## config.mk

```make
export PLATFORM = sky130hd
export DESIGN_NAME = bwd_timer
export DESIGN_NICKNAME = d
export VERILOG_FILES = /design/src/hdl/bwd_pkg.sv /design/src/hdl/bwd_timer.sv
export VERILOG_INCLUDE_DIRS = /design/src /design/src/hdl
export SDC_FILE = /design/constraint.sdc
export NUM_CORES = 1
export LEC_CHECK = 0
export ABC_AREA = 1
export BUFFER_PORTS_ARGS = -buffer_cell sky130_fd_sc_hd__buf_2
export CORE_UTILIZATION = 35
export DETAILED_ROUTE_END_ITERATION = 8
export GPL_TIMING_DRIVEN = 0
export PLACE_DENSITY = 0.49
export SYNTH_ARGS = -nofsm -noshare
export SYNTH_HDL_FRONTEND = slang
export SYNTH_SLANG_ARGS = --single-unit
```

## constraint.sdc

```tcl
create_clock -name CLK_SYS -period 5.39 [get_ports CLK_SYS]
set_clock_uncertainty 0.1 [all_clocks]
set_input_delay 1.617 -clock CLK_SYS [delete_from_list [all_inputs] [get_ports CLK_SYS]]
set_output_delay 1.617 -clock CLK_SYS [all_outputs]
set_load 0.01 [all_outputs]
```

## src/hdl/bwd_cfg.svh

```systemverilog
// Purpose: Timing and reset constants for the board watchdog timer
// Assumes: System clock of 20 MHz
// Notes:   Unit lengths are derived from the clock rate
`ifndef BWD_CFG_SVH
`define BWD_CFG_SVH

// Clock rate in Hz
`define BWD_CLK_HZ        20000000
// One second, in seconds, and one minute, in seconds
`define BWD_SEC_LEN_S     1
`define BWD_MIN_LEN_S     60
// Cycles per second unit
`define BWD_SEC_CYCLES    (`BWD_CLK_HZ * `BWD_SEC_LEN_S)
// Count reset value
`define BWD_COUNT_RST     8'h00
// Unit select encoding: 0 seconds, 1 minutes
`define BWD_UNIT_MIN      1'b1

`endif

```

## src/hdl/bwd_pkg.sv

```systemverilog
// Purpose: Types for the board watchdog timer
// Assumes: Nothing beyond the cfg header
// Notes:   Load request carried as one packed struct
package bwd_pkg;

  // Software load of a time-out count
  typedef struct packed {
    logic       valid;
    logic [7:0] count;
  } bwd_load_t;

  // Expiry response selection
  typedef enum logic {
    BWD_ACT_RESET,
    BWD_ACT_NMI
  } bwd_action_t;

  // Timer state
  typedef enum logic [1:0] {
    BWD_IDLE,
    BWD_RUN,
    BWD_FIRE
  } bwd_state_t;

endpackage

```

## src/hdl/bwd_timer.sv

```systemverilog
// Purpose: Board watchdog: loads a count, counts units down, fires on zero
// Assumes: Load strobe comes from logic on CLK_SYS; unit and action
//          selects are stable setup levels from the same domain
// Notes:   Expiry gives one pulse, then the timer idles until reloaded
`include "bwd_cfg.svh"
`timescale 1ns/1ps
`default_nettype none

module bwd_timer #(
  parameter int unsigned SEC_CYCLES = `BWD_SEC_CYCLES
) (
  input  wire logic               CLK_SYS,
  input  wire logic               RST,
  input  wire logic               CE,
  input  wire bwd_pkg::bwd_load_t LOAD,
  input  wire logic               UNIT_SEL,
  input  wire bwd_pkg::bwd_action_t ACTION_SEL,
  output logic                    RUNNING,
  output logic [7:0]              COUNT,
  output logic                    COLD_RESET,
  output logic                    NMI
);

  // ************************************************************
  // Unit prescaler
  // ************************************************************
  localparam int unsigned PRE_W = 32;

  bwd_pkg::bwd_state_t state_q;
  logic [PRE_W-1:0]    pre_q;
  logic [5:0]          min_q;
  logic [7:0]          cnt_q;
  logic                sec_tick;
  logic                unit_tick;
  logic                fire_q;
  logic                restart;

  // Restart of the unit timing on any accepted load
  assign restart  = LOAD.valid;
  assign sec_tick = (state_q == bwd_pkg::BWD_RUN) &&
                    (pre_q == PRE_W'(SEC_CYCLES - 1));

  assign unit_tick = sec_tick &&
                     ((UNIT_SEL != `BWD_UNIT_MIN) ||
                      (min_q == 6'(`BWD_MIN_LEN_S - 1)));

  // Second prescaler; cleared by reload so each unit is whole
  always_ff @(posedge CLK_SYS or posedge RST) begin
    if (RST) begin
      pre_q <= '0;
    end else if (CE) begin
      if (restart || sec_tick || state_q != bwd_pkg::BWD_RUN) begin
        pre_q <= '0;
      end else begin
        pre_q <= pre_q + PRE_W'(1);
      end
    end
  end

  // Seconds within a minute
  always_ff @(posedge CLK_SYS or posedge RST) begin
    if (RST) begin
      min_q <= '0;
    end else if (CE) begin
      // Cleared on every unit tick as well, so a switch to minutes mid-count
      // always gets a whole minute rather than a leftover part of one
      if (restart || unit_tick || state_q != bwd_pkg::BWD_RUN) begin
        min_q <= '0;
      end else if (sec_tick) begin
        min_q <= min_q + 6'h01;
      end
    end
  end

  // ************************************************************
  // Countdown and state
  // ************************************************************
  // Load always wins over a tick landing in the same cycle
  always_ff @(posedge CLK_SYS or posedge RST) begin
    if (RST) begin
      cnt_q   <= `BWD_COUNT_RST;
      state_q <= bwd_pkg::BWD_IDLE;
    end else if (CE) begin
      if (LOAD.valid) begin
        cnt_q <= LOAD.count;
        state_q <= (LOAD.count != 8'h00) ? bwd_pkg::BWD_RUN : bwd_pkg::BWD_IDLE;
      end else begin
        unique case (state_q)
          bwd_pkg::BWD_IDLE: begin
            state_q <= bwd_pkg::BWD_IDLE;
          end
          bwd_pkg::BWD_RUN: begin
            if (unit_tick) begin
              cnt_q <= cnt_q - 8'h01;
              if (cnt_q == 8'h01) begin
                state_q <= bwd_pkg::BWD_FIRE;
              end
            end
          end
          bwd_pkg::BWD_FIRE: begin
            // One-shot expiry; timer stops until reloaded
            state_q <= bwd_pkg::BWD_IDLE;
          end
          default: begin
            state_q <= bwd_pkg::BWD_IDLE;
          end
        endcase
      end
    end
  end

  // ************************************************************
  // Expiry outputs
  // ************************************************************
  // registered one-cycle reset or NMI pulse
  always_ff @(posedge CLK_SYS or posedge RST) begin
    if (RST) begin
      COLD_RESET <= 1'b0;
      NMI        <= 1'b0;
    end else if (CE) begin
      COLD_RESET <= (state_q == bwd_pkg::BWD_FIRE) && (ACTION_SEL == bwd_pkg::BWD_ACT_RESET);
      NMI        <= (state_q == bwd_pkg::BWD_FIRE) && (ACTION_SEL == bwd_pkg::BWD_ACT_NMI);
    end
  end

  // Fire flag mirrors state for the checks below
  always_ff @(posedge CLK_SYS or posedge RST) begin
    if (RST) begin
      fire_q <= 1'b0;
    end else if (CE) begin
      fire_q <= (state_q == bwd_pkg::BWD_FIRE);
    end
  end

  assign RUNNING = (state_q == bwd_pkg::BWD_RUN);
  assign COUNT   = cnt_q;

  // ************************************************************
  // Check helpers
  // ************************************************************
  // Enabled cycles since the last load or decrement; kept apart from the
  // prescaler so that a wrong prescaler wrap shows up in the unit checks
  logic [PRE_W-1:0] age_q;
  logic             age_min_q;

  always_ff @(posedge CLK_SYS or posedge RST) begin
    if (RST) begin
      age_q <= '0;
    end else if (CE) begin
      if (LOAD.valid || unit_tick || !RUNNING) begin
        age_q <= '0;
      end else begin
        age_q <= age_q + PRE_W'(1);
      end
    end
  end

  // Minute setting seen in the current unit window; a window that mixes
  // settings ends on the next second, so the second-length check skips it
  always_ff @(posedge CLK_SYS or posedge RST) begin
    if (RST) begin
      age_min_q <= 1'b0;
    end else if (CE) begin
      if (LOAD.valid || unit_tick || !RUNNING) begin
        age_min_q <= 1'b0;
      end else if (UNIT_SEL == `BWD_UNIT_MIN) begin
        age_min_q <= 1'b1;
      end
    end
  end
endmodule

`default_nettype wire

```

### Word-level counts from Yosys, hierarchy flattened

Index checks and enable logic that the tools add are counted.

* logic and storage cells: 46
* register bits after elaboration: 50
* output and inout bits: 11

* equality and inequality tests: 8
* reduce and logical (&&, ||, !) cells: 16
* $add $sub $neg: 3
* bitwise logic cells: 2
* mux-type cells: 11

Operators by type and width (number)
* adder 32 x 1 -> 32 bit, second input constant: 1
* == test 32 x 25 -> 1 bit, second input constant: 1
* two-way mux 32 bit: 1
* two-way mux 8 bit: 3
* two-way mux 6 bit: 2
* == test 8 x 1 -> 1 bit, second input constant: 1
* two-way mux 2 bit: 4
* nonzero test 8 bit: 1
* subtractor 8 x 1 -> 8 bit, second input constant: 1
* adder 6 x 1 -> 6 bit, second input constant: 1
* == test 6 bit, second input constant: 1
* != test 3 x 2 -> 1 bit, second input constant: 2
* AND reduction 3 bit: 2
* nonzero test 2 bit: 3
* logical OR 1 bit: 5
* logical AND 1 bit: 4
* == test 2 x 1 -> 1 bit, second input constant: 1
* == test 2 bit, second input constant: 1
* != test 2 x 1 -> 1 bit, second input constant: 1
* inverter 1 bit: 2
* AND reduction 2 bit: 1
* two-way mux 1 bit: 1

### Longest topological paths before layout

* word-level depth: 7
* depth in mapped cells: 12
* depth with buffers taken out: 11

### Worst setup path before layout

OpenSTA, ideal clock, no wires.

* path type: input -> register
* start: input port CE
* end: register pre_q[9]
* path slack: 2.730 ns
* stages on the path: 5
* data required time: 5.169 ns
* buffers on the path: 1
* data arrival time: 2.439 ns
* library setup time: 0.121 ns
* path through: buf_2 -> clkinv_1 -> nor3_1 -> xor2_1 -> nor2_1

RTL lines
* from (decl): line bwd_timer.sv:14 `input wire logic CE,`
* to (signal assigned): line bwd_timer.sv:55 `pre_q <= pre_q + PRE_W'(1);`
* to (decl): line bwd_timer.sv:30 `logic [PRE_W-1:0] pre_q;`

### Worst setup path in the final report

* start: register state_q[1]
* end: output port RUNNING

* word-level cells in the longest chain between the ends: 1

RTL lines
* from (decl): line bwd_timer.sv:29 `bwd_pkg::bwd_state_t state_q;`
* from (signal assigned): line bwd_timer.sv:82 `state_q <= bwd_pkg::BWD_IDLE;`
* from (signal assigned): line bwd_timer.sv:86 `state_q <= (LOAD.count != 8'h00) ? bwd_pkg::BWD_RUN : bwd_pkg::BWD_IDLE;`
* from (signal assigned): line bwd_timer.sv:90 `state_q <= bwd_pkg::BWD_IDLE;`
* == test 2 x 1 -> 1 bit: line bwd_timer.sv:135 `assign RUNNING = (state_q == bwd_pkg::BWD_RUN);`
* to (decl): line bwd_timer.sv:18 `output logic RUNNING,`

Every way passes these cells.

==> flow_summary.toml <==
[floorplan]
row_count = 35
coreArea_um2 = 9330
die_width_um = 101
die_y_um = 101
ios = 25
die-area_um2 = 10200
initial_core_util_pct = 36.6

[setup_path]
crit_chain = "nor2_2, buf_2"
critPathKind = "reg -> out"
cp.required_ns = 3.67
worstPathArrival_ns = 1.05
critical_path.max_stage_delay_ns = 0.43
cp_max_fo = 3
endpoint_kind = "primary output"
worstRegToRegCells = 10
start_kind = "flop"
cpLargestDelayFamily = "flip-flops"
r2r_end = "state_q[1]"
cp.buffers_inverters = 1
reg2reg_from = "pre_q[1]"
reg2reg_slack_ns = 3.45
cpMaxStageDelayCell = "dfrtp_1"

[synthesis]
synthFlopType = "dfrtp_1"
synth_top_family_by_area = "simple AND/OR/NAND/NOR gates"
synth_simple_gate_area_share_pct = 46.0
synth_compound_area_share_pct = 4.32
synth_edf_count = 0
syn-cell-area_um2 = 3410
synth_xor_area_share_pct = 3.08
synthAdderAreaFrac_pct = 1.47
synth-seq-cells = 50
synthCells = 533
yosysWarnings = 0
ys_async_sr_fraction_pct = 100
avgSynthCellArea_um2 = 6.41
synth-seq-area-share_pct = 36.6
synth_nets = 551
synth_mux_area_share_pct = 0
synth_cell_types = 32

[placed_design]
io_buffers = 23
dp_hpwl_um = 6830
routabilityCongestion = 0.867

[layout]
drive_above_1_share_pct = 11.0
diodes = 0
final_common_cell = "nand2_1"
area_delta_synth_final_pct = 11.4
final_cell_mix = "nand2_1, nor2_1, inv_1, dfrtp_1, nand3_1"
nets = 582
post-route-util_pct = 40.8

[global_route]
grt_overflow = 0
grt_pass1_wl_um = 15400
antenna_found_initial = 0
track_usage_pct = 19.5
grt_start_max_net_pins = 30
grt_pass1_vias = 3124

[clocking]
ctsRootBufferMaster = "clkbuf_8"
post_cts_buffers = 0
hold_buffers = 0
clock_path_buffers = 2
clock_latency_ns = 0.32
cts_repair_resize_count = 0
clk_pin_slew_ns = 0.11
clkSinkCount = 50
cts_tree = "yes"
cts_buffers = 5
cts_max_level = 2

[routing]
wirelength_um = 9080
avgViaCountPerCell = 4.68
vias = 3247
ant_nets = 0
drc = 0
drt_iter0_drc = 164
first_pass_iters = 4
wire_per_inst_um = 13.1

[min_path]
holdPathStages = 2
hp-class = "reg -> reg"
hold_end = "state_q[0]"
worstHoldStart = "state_q[0]"

[sta]
worstMarginPinSlew_ns = 0.543
final_max_slew_viol_count = 0
setup_viol_count_final = 0
timing.fmax_mhz = 361
hold_violations = 0
min_period_ns = 2.77
rsz0062_at_grt = "false"
fin_crit_sh_pct = 51.3
fin_setup_tns_ns = 0
max-slew-margin-rel_pct = 63.8

[pwr]
vdd_drop_max_uv = 134
p_leak_nw = 1.82
power_per_cell_area_nw_per_um2 = 225

[status]
outcome = "finished, final reports clean"

[run]
drv_cap = 0
-- per-stage QoR --
| stage | hold slack (ns) | area [µm²] | worst slack [ns] | power [mW] | cells |
|---|---|---|---|---|---|
| CTS | 0.387 | 3800 | 2.61 | 0.865 | 694 |
| floorplan | 0.342 | 3410 | 2.47 | 0.559 | 533 |
| finish | 0.384 | 3800 | 2.62 | 0.854 | 694 |
| detailed placement | 0.359 | 3710 | 2.29 | 0.626 | 686 |
| global route | 0.446 | 3800 | 2.52 | 0.915 | 694 |
| global placement | 0.363 | 3690 | 1.62 | 0.622 | 685 |
-- registers in the layout (all words and copies together) (netlist names) --
name and flops:
pre_q 32, COUNT 8, min_q 6, state_q 2, COLD_RESET 1, NMI 1
-- worst max path at each step --
| stage | start | endpoint | slack, ns | depth (start not counted) |
|---|---|---|---|---|
| 2_1_floorplan | RST | COLD_RESET | 2.47 | 1 |
| 4_1_cts | state_q[1] | RUNNING | 2.61 | 2 |
| 3_3_place_gp | RST | pre_q[22] | 1.62 | 2 |
| 6_report | state_q[1] | RUNNING | 2.62 | 2 |
| 5_1_grt | CE | pre_q[9] | 2.52 | 5 |
| 3_5_place_dp | CE | pre_q[9] | 2.29 | 5 |
-- where the power goes --
| part | switching [mW] | internal (mW) |
|---|---|---|
| Combinational | 0.125 | 0.0647 |
| Sequential | 0.0265 | 0.400 |
| Clock | 0.145 | 0.0933 |
| Total | 0.296 | 0.558 |
-- tightest hold or removal path, stage by stage, from the launching register on --
cell     delay, ns
dfrtp_1       0.36
nand2_1       0.05
nand2_1       0.05
-- cells in the mapped netlist, types with 6 or more instances --
cell     instances  area share [%]
nand3_1         46             6.7
dfrtp_1         50              37
xor2_1           8             2.1
a21oi_1          6            0.88
o21ai_0         11             1.6
o21ai_1          6            0.88
nor2_2           7             1.3
inv_1           57             6.3
nor2_1         105              12
nand2_1        177              19
nand4_1         16             2.9
-- per-layer routing --
metal | GRT usage [%] | vias to the layer above | wire, µm
li1 | - | 1727 | -
met1 | 28.9 | 1462 | 4900
met2 | 30.3 | 49 | 3860
met3 | 2.57 | 9 | 226
met4 | 4.24 | 0 | 91
met5 | 0 | - | 0
-- area by class of cell --
class / instances / area, µm²
sequential: 50 / 1250
clock buffer: 5 / 68.8
tap: 129 / 161
inverter: 61 / 229
timing repair buffer: 24 / 135
multi-input combinational: 413 / 1870
buffer: 9 / 60.1
fill: 1025 / 5520
clock inverter: 3 / 23.8
-- kinds of logic (layout without fill, tap and decap cells) --
kind of cell	after synthesis	in the layout
compound gates	27	27
fa+ha+maj	4	4
flops	50	50
xor+xnor	12	12
simple gates	370	370
buf+inv	70	102
No activity file was read; power rests on OpenSTA's default activity.
